`src/logic/table_access_pkg.sv`:
```
// package: table access constants, operation codes and request/response carriers
package table_access_pkg;

    // address geometry
    localparam int ADDR_W = 24;
    localparam int PTR_W = 16;
    localparam int PAGE_W = 8;
    localparam int WORD_W = 24;
    localparam int ROW_WORDS = 32;
    localparam int PANEL_COUNT = 2;
    localparam int PANEL_BIT = 12;

    // byte lane positions inside a 24-bit array word
    localparam int LOW_LSB = 0;
    localparam int MID_LSB = 8;
    localparam int HIGH_LSB = 16;

    // word step after a word-mode access, byte step after a byte-mode access
    localparam logic [PTR_W-1:0] WORD_STEP = 16'h0002;
    localparam logic [PTR_W-1:0] BYTE_STEP = 16'h0001;

    // memory map regions
    localparam logic [ADDR_W-1:0] EXT_BUS_BASE = 24'h400000;
    localparam logic [ADDR_W-1:0] NVM_LIMIT = 24'h400000;

    // page reset value and phantom byte read value
    localparam logic [PAGE_W-1:0] PAGE_RESET = 8'h00;
    localparam logic [7:0] PHANTOM_VALUE = 8'h00;

    // table operations issued by the core
    typedef enum logic [1:0] {
        table_read_low_op,
        table_read_high_op,
        table_write_low_op,
        table_write_high_op
    } table_op_t;

    // one table instruction from the core
    typedef struct packed {
        table_op_t op;
        logic byte_mode;
        logic post_inc;
        logic [PTR_W-1:0] pointer;
        logic [15:0] data;
    } table_req_t;

    // answer back to the core
    typedef struct packed {
        logic [15:0] data;
        logic [PTR_W-1:0] pointer;
    } table_rsp_t;

    // external bus write
    typedef struct packed {
        logic [ADDR_W-1:0] addr;
        logic [15:0] data;
        logic high_space;
        logic byte_mode;
    } ext_wr_t;

endpackage

```
`src/logic/latch_bank.sv`:
```
// holding latch memory: one row of latches per panel, registered read data
`timescale 1ns/1ns
module latch_bank
    import table_access_pkg::*;
#(
    parameter int PANELS = PANEL_COUNT,
    parameter int ROW = ROW_WORDS
) (
    // clock and reset
    input wire logic clock,
    input wire logic rst,
    // write side, per-lane enables
    input wire logic wr_en,
    input wire logic [$clog2(PANELS)-1:0] wr_panel,
    input wire logic [$clog2(ROW)-1:0] wr_slot,
    input wire logic [2:0] wr_lanes,
    input wire logic [WORD_W-1:0] wr_data,
    // read side for the programming engine
    input wire logic [$clog2(PANELS)-1:0] rd_panel,
    input wire logic [$clog2(ROW)-1:0] rd_slot,
    output logic [WORD_W-1:0] rd_data
);

    logic [WORD_W-1:0] mem_r [PANELS*ROW];
    logic [WORD_W-1:0] rd_data_r;

    // refuse geometries the panel and slot index cannot address
    if (PANELS < 2 || ROW < 2 || (PANELS & (PANELS - 1)) != 0 || (ROW & (ROW - 1)) != 0) begin : bad_geometry
        $error("latch_bank needs power-of-two panels and row size, at least two each");
    end

    // each lane updates only when its enable is set
    always_ff @(posedge clock) begin
        if (wr_en) begin
            for (int l = 0; l < 3; l++) begin
                if (wr_lanes[l]) begin
                    mem_r[{wr_panel, wr_slot}][l*8 +: 8] <= wr_data[l*8 +: 8];
                end
            end
        end
    end

    // registered read port
    always_ff @(posedge clock or posedge rst) begin
        if (rst) begin
            rd_data_r <= '0;
        end else begin
            rd_data_r <= mem_r[{rd_panel, rd_slot}];
        end
    end

    assign rd_data = rd_data_r;

endmodule // latch_bank

```
`src/logic/table_access.sv`:
```
// table access path: reads of program space, writes to holding latches or external bus
`timescale 1ns/1ns
// Notes on behaviour
// - byte read increment by one selects middle byte
// - word write high discards source upper byte at the latches; bus write keeps it
// - word-mode post-increment adds two
// - byte write increment by one selects middle byte
// - external bus region writes drive bus data
// - nonvolatile writes only load holding latches
// - latches unmapped, reached only by table writes
// - programming starts only after core's sequence
// - latch count bounds programmable block size
// - separate latch set per panel
// - each panel latch set holds one row
// - latch set chosen from write address only
// - address is page low byte over pointer
// - pointer bit zero selects byte in byte mode
// - phantom byte reads zero, writes ignored by latches but sent on the bus
module table_access
    import table_access_pkg::*;
#(
    parameter int PANELS = PANEL_COUNT,
    parameter int ROW = ROW_WORDS
) (
    // clock and reset
    input wire logic clock,
    input wire logic rst,
    // page register load from the core
    input wire logic page_wr,
    input wire logic [15:0] page_data,
    // table instruction from the core
    input wire logic req_valid,
    input wire table_req_t req,
    // answer to the core
    output logic rsp_valid,
    output table_rsp_t rsp,
    // program array read port (data taken in the same cycle as the address, which is presented the cycle after the request)
    output logic [ADDR_W-1:0] array_addr,
    input wire logic [WORD_W-1:0] array_data,
    // external bus write
    output logic ext_wr_valid,
    output ext_wr_t ext_wr,
    // programming engine: start after the unlock sequence, drains latches
    input wire logic prog_start,
    input wire logic [$clog2(PANELS)-1:0] prog_panel,
    input wire logic [$clog2(ROW)-1:0] prog_slot,
    output logic [WORD_W-1:0] prog_data,
    output logic prog_go,
    output logic [ADDR_W-1:0] last_wr_addr
);

    localparam int SLOT_W = $clog2(ROW);
    localparam int PAN_W = $clog2(PANELS);

    // refuse a panel field that overlaps the slot field or leaves the address
    if (PANEL_BIT < SLOT_W + 1 || PANEL_BIT + PAN_W > ADDR_W) begin : bad_panel_field
        $error("table_access panel field does not fit the address");
    end

    ////////////////////////////////////////////////////////////////////////////////
    // address helpers

    // page low byte concatenated with pointer
    function automatic logic [ADDR_W-1:0] table_addr(input logic [PAGE_W-1:0] pg, input logic [PTR_W-1:0] p);
        return {pg, p};
    endfunction

    // pointer step after an access
    function automatic logic [PTR_W-1:0] next_ptr(input table_req_t r);
        if (!r.post_inc) begin
            return r.pointer;
        end
        return r.pointer + (r.byte_mode ? BYTE_STEP : WORD_STEP);
    endfunction

    ////////////////////////////////////////////////////////////////////////////////
    // state and next values

    logic [PAGE_W-1:0] page_r, page_nxt;
    logic rsp_valid_r, rsp_valid_nxt;
    logic [PTR_W-1:0] rsp_ptr_r, rsp_ptr_nxt;
    logic rd_pend_r, rd_pend_nxt;
    logic rd_high_r, rd_high_nxt;
    logic rd_byte_r, rd_byte_nxt;
    logic rd_sel_r, rd_sel_nxt;
    logic ext_valid_r, ext_valid_nxt;
    ext_wr_t ext_r, ext_nxt;
    logic [ADDR_W-1:0] arr_addr_r, arr_addr_nxt;
    logic [ADDR_W-1:0] last_r, last_nxt;
    logic go_r, go_nxt;
    logic [15:0] rsp_data_r, rsp_data_nxt;

    logic [ADDR_W-1:0] addr;
    logic is_write;
    logic lw_en;
    logic [2:0] lw_lanes;
    logic [WORD_W-1:0] lw_data;
    logic [15:0] rd_word;

    assign addr = table_addr(page_r, req.pointer);
    assign is_write = (req.op == table_write_low_op) || (req.op == table_write_high_op);

    // byte lanes of a latch write
    always_comb begin
        lw_en = 1'b0;
        lw_lanes = 3'h0;
        lw_data = '0;
        if (req_valid && is_write && addr < NVM_LIMIT) begin
            lw_en = 1'b1;
            if (req.op == table_write_low_op) begin
                lw_data = {8'h00, req.data};
                if (!req.byte_mode) begin
                    lw_lanes = 3'h3;
                end else if (req.pointer[0]) begin
                    lw_lanes = 3'h2;
                    lw_data[MID_LSB +: 8] = req.data[7:0];
                end else begin
                    lw_lanes = 3'h1;
                end
            end else begin
                // high space: only the low byte reaches a real lane
                lw_data[HIGH_LSB +: 8] = req.data[7:0];
                lw_lanes = (req.byte_mode && req.pointer[0]) ? 3'h0 : 3'h4;
            end
        end
    end

    // read data selection from the array word
    always_comb begin
        rd_word = 16'h0000;
        if (rd_high_r) begin
            if (rd_byte_r && rd_sel_r) begin
                rd_word = {8'h00, PHANTOM_VALUE};
            end else begin
                rd_word = {PHANTOM_VALUE, array_data[HIGH_LSB +: 8]};
            end
        end else if (rd_byte_r) begin
            rd_word = {8'h00, rd_sel_r ? array_data[MID_LSB +: 8] : array_data[LOW_LSB +: 8]};
        end else begin
            rd_word = array_data[15:0];
        end
    end

    // next values of the access pipeline
    always_comb begin
        page_nxt = page_r;
        rsp_valid_nxt = 1'b0;
        rsp_ptr_nxt = rsp_ptr_r;
        rd_pend_nxt = 1'b0;
        rd_high_nxt = rd_high_r;
        rd_byte_nxt = rd_byte_r;
        rd_sel_nxt = rd_sel_r;
        ext_valid_nxt = 1'b0;
        ext_nxt = ext_r;
        arr_addr_nxt = arr_addr_r;
        last_nxt = last_r;
        go_nxt = prog_start;
        rsp_data_nxt = rsp_data_r;
        if (page_wr) begin
            page_nxt = page_data[PAGE_W-1:0];
        end
        if (req_valid) begin
            rsp_ptr_nxt = next_ptr(req);
            if (is_write) begin
                rsp_valid_nxt = 1'b1;
                last_nxt = addr;
                if (addr >= EXT_BUS_BASE) begin
                    ext_valid_nxt = 1'b1;
                    ext_nxt.addr = addr;
                    ext_nxt.high_space = (req.op == table_write_high_op);
                    ext_nxt.byte_mode = req.byte_mode;
                    ext_nxt.data = req.byte_mode ? {8'h00, req.data[7:0]} : req.data;
                end
            end else begin
                rd_pend_nxt = 1'b1;
                arr_addr_nxt = {addr[ADDR_W-1:1], 1'b0};
                rd_high_nxt = (req.op == table_read_high_op);
                rd_byte_nxt = req.byte_mode;
                rd_sel_nxt = req.pointer[0];
            end
        end
        if (rd_pend_r) begin
            rsp_valid_nxt = 1'b1;
            rsp_data_nxt = rd_word;
        end
    end

    // register the access pipeline
    always_ff @(posedge clock or posedge rst) begin
        if (rst) begin
            page_r <= PAGE_RESET;
            rsp_valid_r <= 1'b0;
            rsp_ptr_r <= '0;
            rd_pend_r <= 1'b0;
            rd_high_r <= 1'b0;
            rd_byte_r <= 1'b0;
            rd_sel_r <= 1'b0;
            ext_valid_r <= 1'b0;
            ext_r <= '0;
            arr_addr_r <= '0;
            last_r <= '0;
            go_r <= 1'b0;
            rsp_data_r <= 16'h0000;
        end else begin
            page_r <= page_nxt;
            rsp_valid_r <= rsp_valid_nxt;
            rsp_ptr_r <= rsp_ptr_nxt;
            rd_pend_r <= rd_pend_nxt;
            rd_high_r <= rd_high_nxt;
            rd_byte_r <= rd_byte_nxt;
            rd_sel_r <= rd_sel_nxt;
            ext_valid_r <= ext_valid_nxt;
            ext_r <= ext_nxt;
            arr_addr_r <= arr_addr_nxt;
            last_r <= last_nxt;
            go_r <= go_nxt;
            rsp_data_r <= rsp_data_nxt;
        end
    end

    ////////////////////////////////////////////////////////////////////////////////
    // holding latches, one row per panel

    latch_bank #(.PANELS(PANELS), .ROW(ROW)) u_latches (
        .clock(clock),
        .rst(rst),
        .wr_en(lw_en),
        .wr_panel(addr[PANEL_BIT +: PAN_W]),
        .wr_slot(addr[1 +: SLOT_W]),
        .wr_lanes(lw_lanes),
        .wr_data(lw_data),
        .rd_panel(prog_panel),
        .rd_slot(prog_slot),
        .rd_data(prog_data)
    );

    // outputs
    assign rsp_valid = rsp_valid_r;
    assign rsp.data = rsp_data_r;
    assign rsp.pointer = rsp_ptr_r;
    assign array_addr = arr_addr_r;
    assign ext_wr_valid = ext_valid_r;
    assign ext_wr = ext_r;
    assign prog_go = go_r;
    assign last_wr_addr = last_r;

    ////////////////////////////////////////////////////////////////////////////////
    // checks

    word_step_a: assert property (@(posedge clock) disable iff (rst)
        req_valid && !req.byte_mode && req.post_inc |=> rsp_ptr_r == $past(req.pointer) + WORD_STEP)
        else $error("word post-increment not two");
    byte_step_a: assert property (@(posedge clock) disable iff (rst)
        req_valid && req.byte_mode && req.post_inc |=> rsp_ptr_r[0] != $past(req.pointer[0]))
        else $error("byte post-increment did not flip bit zero");
    ext_write_a: assert property (@(posedge clock) disable iff (rst)
        req_valid && is_write && addr >= EXT_BUS_BASE |=> ext_wr_valid && ext_wr.addr == $past(addr))
        else $error("external region write missing");
    nvm_latch_a: assert property (@(posedge clock) disable iff (rst)
        ext_wr_valid |-> !$past(lw_en))
        else $error("latch written on external write");
    phantom_zero_a: assert property (@(posedge clock) disable iff (rst)
        req_valid && req.op == table_read_high_op |=> ##1 rsp.data[15:8] == 8'h00)
        else $error("phantom byte not zero");
    high_discard_a: assert property (@(posedge clock) disable iff (rst)
        lw_en && req.op == table_write_high_op |-> lw_lanes[1:0] == 2'h0)
        else $error("high write touched low lanes");
    byte_lane_a: assert property (@(posedge clock) disable iff (rst)
        lw_en && req.byte_mode |-> $onehot0(lw_lanes))
        else $error("byte write touched several lanes");
    page_load_a: assert property (@(posedge clock) disable iff (rst)
        page_wr |=> addr[ADDR_W-1 -: PAGE_W] == $past(page_data[PAGE_W-1:0]))
        else $error("page not in table address");
    prog_go_a: assert property (@(posedge clock) disable iff (rst)
        prog_go |-> $past(prog_start))
        else $error("programming without start");
    read_answer_a: assert property (@(posedge clock) disable iff (rst)
        req_valid && !is_write |-> ##2 rsp_valid)
        else $error("read answer late");

    read_cov_c: cover property (@(posedge clock) req_valid && req.op == table_read_low_op && req.byte_mode);
    latch_cov_c: cover property (@(posedge clock) lw_en && lw_lanes == 3'h2);
    ext_cov_c: cover property (@(posedge clock) ext_wr_valid);
    go_cov_c: cover property (@(posedge clock) prog_go);

endmodule // table_access

```
`config.mk`:
```
export PLATFORM = sky130hd
export DESIGN_NAME = table_access
export DESIGN_NICKNAME = d
export VERILOG_FILES = /design/src/logic/table_access_pkg.sv /design/src/logic/latch_bank.sv /design/src/logic/table_access.sv
export SDC_FILE = /design/constraint.sdc
export NUM_CORES = 2
export LEC_CHECK = 0
export BUFFER_PORTS_ARGS = -buffer_cell sky130_fd_sc_hd__clkbuf_2
export CAP_MARGIN = 20
export CORE_UTILIZATION = 56
export DETAILED_ROUTE_END_ITERATION = 8
export PLACE_DENSITY = 0.76
export SLEW_MARGIN = 20
export SYNTH_ARGS = -nofsm -noshare
export SYNTH_HDL_FRONTEND = slang
export SYNTH_SLANG_ARGS = --single-unit
```
`constraint.sdc`:
```
create_clock -name clock -period 5.7 [get_ports clock]
set_input_delay 1.14 -clock clock [delete_from_list [all_inputs] [get_ports clock]]
set_output_delay 1.14 -clock clock [all_outputs]
set_load 0.005 [all_outputs]
```
### Word level (Yosys, flattened, before mapping)

Memory sizes are Yosys's and may differ from the RTL's. A register that Yosys moved wholly into a read port is not among the register bits.
Cells that the tools add are included.

| operators by class | value |
|---|---|
| bitwise logic cells | 1 |
| magnitude comparators | 2 |
| multiplexer cells | 38 |
| eq/ne operators | 3 |
| reduce and logical (&&, ||, !) cells | 8 |
| add/sub/neg operators | 1 |

Operator list:

| cell | number |
|---|---|
| $mux 16 | 6 |
| $mux 8 | 5 |
| $ge 24x23->1 const B | 1 |
| $lt 24x23->1 const B | 1 |
| $mux 24 | 1 |
| $mux 1 | 20 |
| $add 16x2->16 | 1 |
| $mux 3 | 3 |
| $mux 2 | 3 |
| $eq 2x2->1 const B | 2 |
| $logic_and 1x1->1 | 4 |
| $reduce_and 2->1 | 2 |
| $reduce_and 3->1 | 1 |
| $eq 2x1->1 const B | 1 |
| $logic_or 1x1->1 | 1 |
| $not 1->1 | 1 |

| storage, ports and cells | value |
|---|---|
| input bits | 87 |
| bits in writable memories | 1536 |
| logic and storage cells | 70 |
| memories kept | 1 |
| register bits | 136 |

Memories:

| memory | depth | width | rd ports | clocked after Yosys merged registers in | wr ports | RTL line | source |
|---|---|---|---|---|---|---|---|
| u_latches.mem_r | 64 | 24 | 1 | 1 | 1 | latch_bank.sv:24 | `logic [WORD_W-1:0] mem_r [PANELS*ROW];` |

### Depth between registers and ports, before layout

| logic depth | value |
|---|---|
| word-level depth | 8 |
| gate-level depth with buffers | 10 |
| mapped depth without buffers | 7 |

### By module

A second synthesis with hierarchy kept.

| second synthesis, totals | value |
|---|---|
| cell total of the unflattened synthesis | 3496 |
| area total of the unflattened synthesis | 66851.6 um2 |

By module, submodules not included:

| module | area each (um2) | instances | seq. area each (um2) | cells an instance |
|---|---|---|---|---|
| latch_bank | 60940.9 | 1 | 46724.8 | 2950 |
| table_access | 5910.7 | 1 | 3403.3 | 546 |

### Worst setup path before layout

OpenSTA, ideal clock, no wires.

| timing | value |
|---|---|
| path kind | input to register |
| start point | in req_valid |
| end point | mem u_latches.mem_r[0][10], data pin |
| stages on the path | 5 |
| setup slack | 1.345 ns |
| library setup time | 0.548 ns |
| data arrival time | 3.807 ns |
| cells stage by stage | clkbuf_1 > nand2_1 > or4_1 > clkbuf_1 > a21oi_1 |

| on the way | value |
|---|---|
| word-level cells in the longest chain between the ends | 3 |

Ends and longest elaborated chain:

| element | RTL line | source |
|---|---|---|
| start: declaration | table_access.sv:32 | `input wire logic req_valid,` |
| $logic_and 1x1->1 (2 in a row) | table_access.sv:108 | `if (req_valid && is_write && addr < NVM_LIMIT) begin` |
| $mux 24 | table_access.sv:108 |  |
| named net lw_data[10] | table_access.sv:97 | `logic [WORD_W-1:0] lw_data;` |
| end: declaration | latch_bank.sv:24 |  |

The timed path passes the listed nets, and every way through them passes these cells.

### Final worst setup path

| timing | value |
|---|---|
| start point | in req[20] (netlist bit) |
| end point | mem u_latches.mem_r[40][4] (enable) |

| on the way | value |
|---|---|
| word-level cells in the longest chain between the ends | 6 |

Ends and longest elaborated chain:

| element | RTL line | source |
|---|---|---|
| start: declaration | table_access.sv:33 | `input wire table_req_t req,` |
| $lt 24x23->1 | table_access.sv:108 |  |
| $logic_and 1x1->1 | table_access.sv:108 |  |
| $mux 3 | table_access.sv:108 |  |
| $mux 1 | latch_bank.sv:36 | `if (wr_lanes[l]) begin` |
| $mux 1 | latch_bank.sv:34 | `if (wr_en) begin` |
| $mux 1 (not written as such) | latch_bank.sv:37 | `mem_r[{wr_panel, wr_slot}][l*8 +: 8] <= wr_data[l*8 +: 8];` |

Parallel ways exist; a longest one is shown, timed or not.

==> metrics.txt <==
max capacitance violation total 0; area share of fa/ha/maj cells after synthesis less than 1%; Post-CTS Setup Bufs 0; Final Hold Violating Endpoints 0; GPL Wtd Cong slightly below 0.9; clock transition at the registers of the reported paths about 0.060 ns; Layout area overhead 12.2%; post-synthesis xor/xnor area fraction less than 1%; wire per inst about 30 µm; Tmin final approximately 3.7 ns; antenna violations before repair 7; residual DRC count 0; largest family of logic cells by synthesized area multiplexers; crit end category flip-flop; GRT Total Usage between 20% and 30%; HPWL Detailed a little over 100000 µm; TritonCTS buffer count 161; Clock power frac 40.8%; Max Buffers Root-to-Sink 3; Worst Skew 0.0202 ns; Setup Crit Path Kind input port to flip-flop; Synth top area share 70.3%; Core Util, Final approximately 63%; CTS tree yes; Worst Setup Slack, final 2.04 ns; Hold-fix buffers, CTS 0; pre-CTS setup slack 1.38 ns; P_leak 22.2 nW; Int Power 0.0199 W; final setup fails 0; Final TNS setup 0 ns; remaining global-route overflow 0; Multi-input gate area approximately 15000 µm²; root buf cell clkbuf_16; largest cells by area after synthesis edfxtp_1 (70%), mux4_2 (9.9%), dfrtp_1 (6.1%), mux2i_1 (2.9%), nand2_1 (1.6%); power density over the cells around 340 nW/µm²; synthesized area 65600 µm²; Mapped Nets between 3000 and 4000; largest net degree at the start of global routing between 90 and 100; std cell rows roughly 130; Nets about 3800; DRT iter0 DRCs 4306; Synth cell types 46; Critical Path AT ~4.1 ns; Antenna Nets Post-Route 0; fillers around 7700; initial core utilization between 50% and 60%; sw power 0.00545 W; Die H roughly 340 µm; unrepaired setup endpoints after global routing false; Placed Cells slightly above 5000; Layout Cells excl Fill 5402; Post-Layout Inst Area 73600 µm²; Least-Margin Pin Slew about 1.2 ns; core area between 100000 and 150000 µm²; Worst-Skew Late Latency 0.78 ns; first-pass GRT wire length ~230000 µm; YS warnings 0; Synth Instances around 3500; Compound-Gate Fraction of Synth Area between 3 and 4%; placed cell area about 70000 µm²; Synth area leader edfxtp_1; Relative slew margins 20.8%; # IOs 236; Seq/Total Area, Yosys between 70% and 80%; Simple-Gate Fraction of Synth Area approximately 4.2%; Post-synth EDFFs around 1500; port bufs about 230; Mean Syn Cell Area 18.8 µm²; flops & latches, synth approximately 1700; Via Count around 35000; share of layout cells above drive strength 1 23.2%; Slew Limit Fails 0; clk sink count roughly 1700; mux cell area share after synthesis between 10% and 20%; CTS H-tree depth 4; Resized Gates After CTS 0; sequential power share 54.2%; Seq. cell area 50100 µm²; Req. time, crit path approximately 6 ns; Chip Width between 300 and 400 µm; maximum resistive drop on vdd between 0.0003 and 0.0004 V; Final period util 64.2%; Hold WC Path Type input port to flip-flop; Max FO, Critical Path 8; Sw Share 21.5%; vias per cell between 6 and 7; CP Launch Type input port; dominant synthesized flop cell edfxtp_1; iteration count of the initial detailed-routing pass 6; vias in the first global route around 35000; wirelength, routed between 150000 and 200000 µm; combinational share of power ~5%; fraction of registers with async set/reset a little under a tenth; highest clock rate 273 MHz; status complete, no violations; die area about 120000 µm²
-- cell usage after synthesis (2+ instances only) --
cell and number:
buf_1 19, nand4_1 3, a211oi_1 49, o21ai_0 27, mux2i_1 193, xnor2_1 10
nor3_1 7, mux2_2 44, a22oi_1 54, inv_1 14, xor2_1 4, buf_4 10
o221ai_1 72, dfrtp_1 160, nor2b_1 5, and3_1 26, and2_1 20, clkbuf_1 105
a22o_1 25, nand2_1 283, a21oi_1 111, edfxtp_1 1536, mux4_2 288, buf_2 62
nand2b_1 6, nand3b_1 2, nor3b_1 7, a31oi_1 8, or3b_1 2, ha_1 4
nor2_1 229, buf_6 19, nand3_1 55, o22ai_1 24
-- through the flow --
| step | power [W] | hold slack [ns] |
|---|---|---|
| after floorplan | 0.0147 | 0.464 |
| after global placement | 0.0152 | 0.462 |
| after detailed placement | 0.0152 | 0.466 |
| after CTS | 0.0254 | 0.430 |
| after global routing | 0.0259 | 0.449 |
| final | 0.0253 | 0.459 |
-- power groups by stage --
stage / sequential [W] / clock [W] / combinational, W
2_1_floorplan: 0.0139 / 0 / 0.000720
3_3_place_gp: 0.0140 / 0 / 0.00124
3_5_place_dp: 0.0140 / 0 / 0.00127
4_1_cts: 0.0137 / 0.0104 / 0.00127
5_1_grt: 0.0137 / 0.0108 / 0.00136
6_report: 0.0137 / 0.0103 / 0.00127
-- metal layers --
layer	vias up	wire length (µm)	part of all wire (%)	GRT usage, %
met2	2052	78300	48	44.1
met1	17800	59700	37	36.8
met5	-	210	0.13	0.881
li1	14400	-	-	-
met3	331	17600	11	7.39
met4	12	5740	3.6	9.96
-- sequential cells by signal, indices dropped and copies added (netlist names) --
name               cells
array_addr            23
ext_wr                42
ext_wr_valid           1
last_wr_addr          24
page_r                 8
prog_go                1
rd_byte_r              1
rd_high_r              1
rd_pend_r              1
rd_sel_r               1
rsp_data_r            16
rsp_ptr_r             16
rsp_valid              1
u_latches.mem_r     1536
u_latches.rd_data     24
-- cell families after synthesis --
family	after synthesis
buf+inv	230
xor+xnor	14
compound gates	372
simple gates	652
other cells	1
mux	525
fa+ha+maj	5
flops	1696
-- worst max-delay path: stages --
cell and delay, ns:
clkbuf_2 0.27, clkinv_1 0.45, nor3b_1 0.77, nand2_1 0.57
nor2_1 0.86
-- worst paths after layout --
check / start / slack (ns) / end / depth (start not counted)
max: req[20] / 2.04 / u_latches.mem_r[40][4]$_DFFE_PP_ / 5
min: prog_start / 0.46 / prog_go$_DFF_PP0_ / 1
max reg2reg: page_r[6]$_DFFE_PP0P_ / 2.69 / u_latches.mem_r[50][4]$_DFFE_PP_ / 5
min reg2reg: last_wr_addr[6]$_DFFE_PP0P_ / 0.48 / last_wr_addr[6]$_DFFE_PP0P_ / 2
max in group asynchronous: rst / 4.12 / last_wr_addr[4]$_DFFE_PP0P_ / 3
min in group asynchronous: rst / 0.49 / array_addr[10]$_DFFE_PP0P_ / 2
-- layout make-up --
| type | instances | share of cell area (%) |
|---|---|---|
| inverters | 15 | 0.0867 |
| repair buffers | 301 | 2.54 |
| clock buffers | 222 | 6.03 |
| diodes | 1 | 0.00340 |
| flip-flops and latches | 1696 | 68.1 |
| multi-input cells | 1569 | 19.8 |
| clock inverters | 74 | 0.838 |
| well taps | 1524 | 2.59 |
-- cells in the final DEF, fill, tap and decap left out, types with 11 or more instances in the layout --
master and n:
edfxtp_1 1536, mux4_2 288, nand2_1 283, nor2_1 226, clkbuf_2 224, mux2i_1 193, clkbuf_16 165, dfrtp_1 160
a21oi_1 103, o221ai_1 72, buf_4 63, nand3_1 54, a22oi_1 54, a211oi_1 49, clkbuf_1 47, mux2_2 44
o21ai_0 27, clkinv_1 26, and3_1 26, a22o_1 25, clkinv_2 25, o22ai_1 24, inv_1 13, and2_4 12
buf_12 11
No activity file was read; power rests on OpenSTA's default activity.
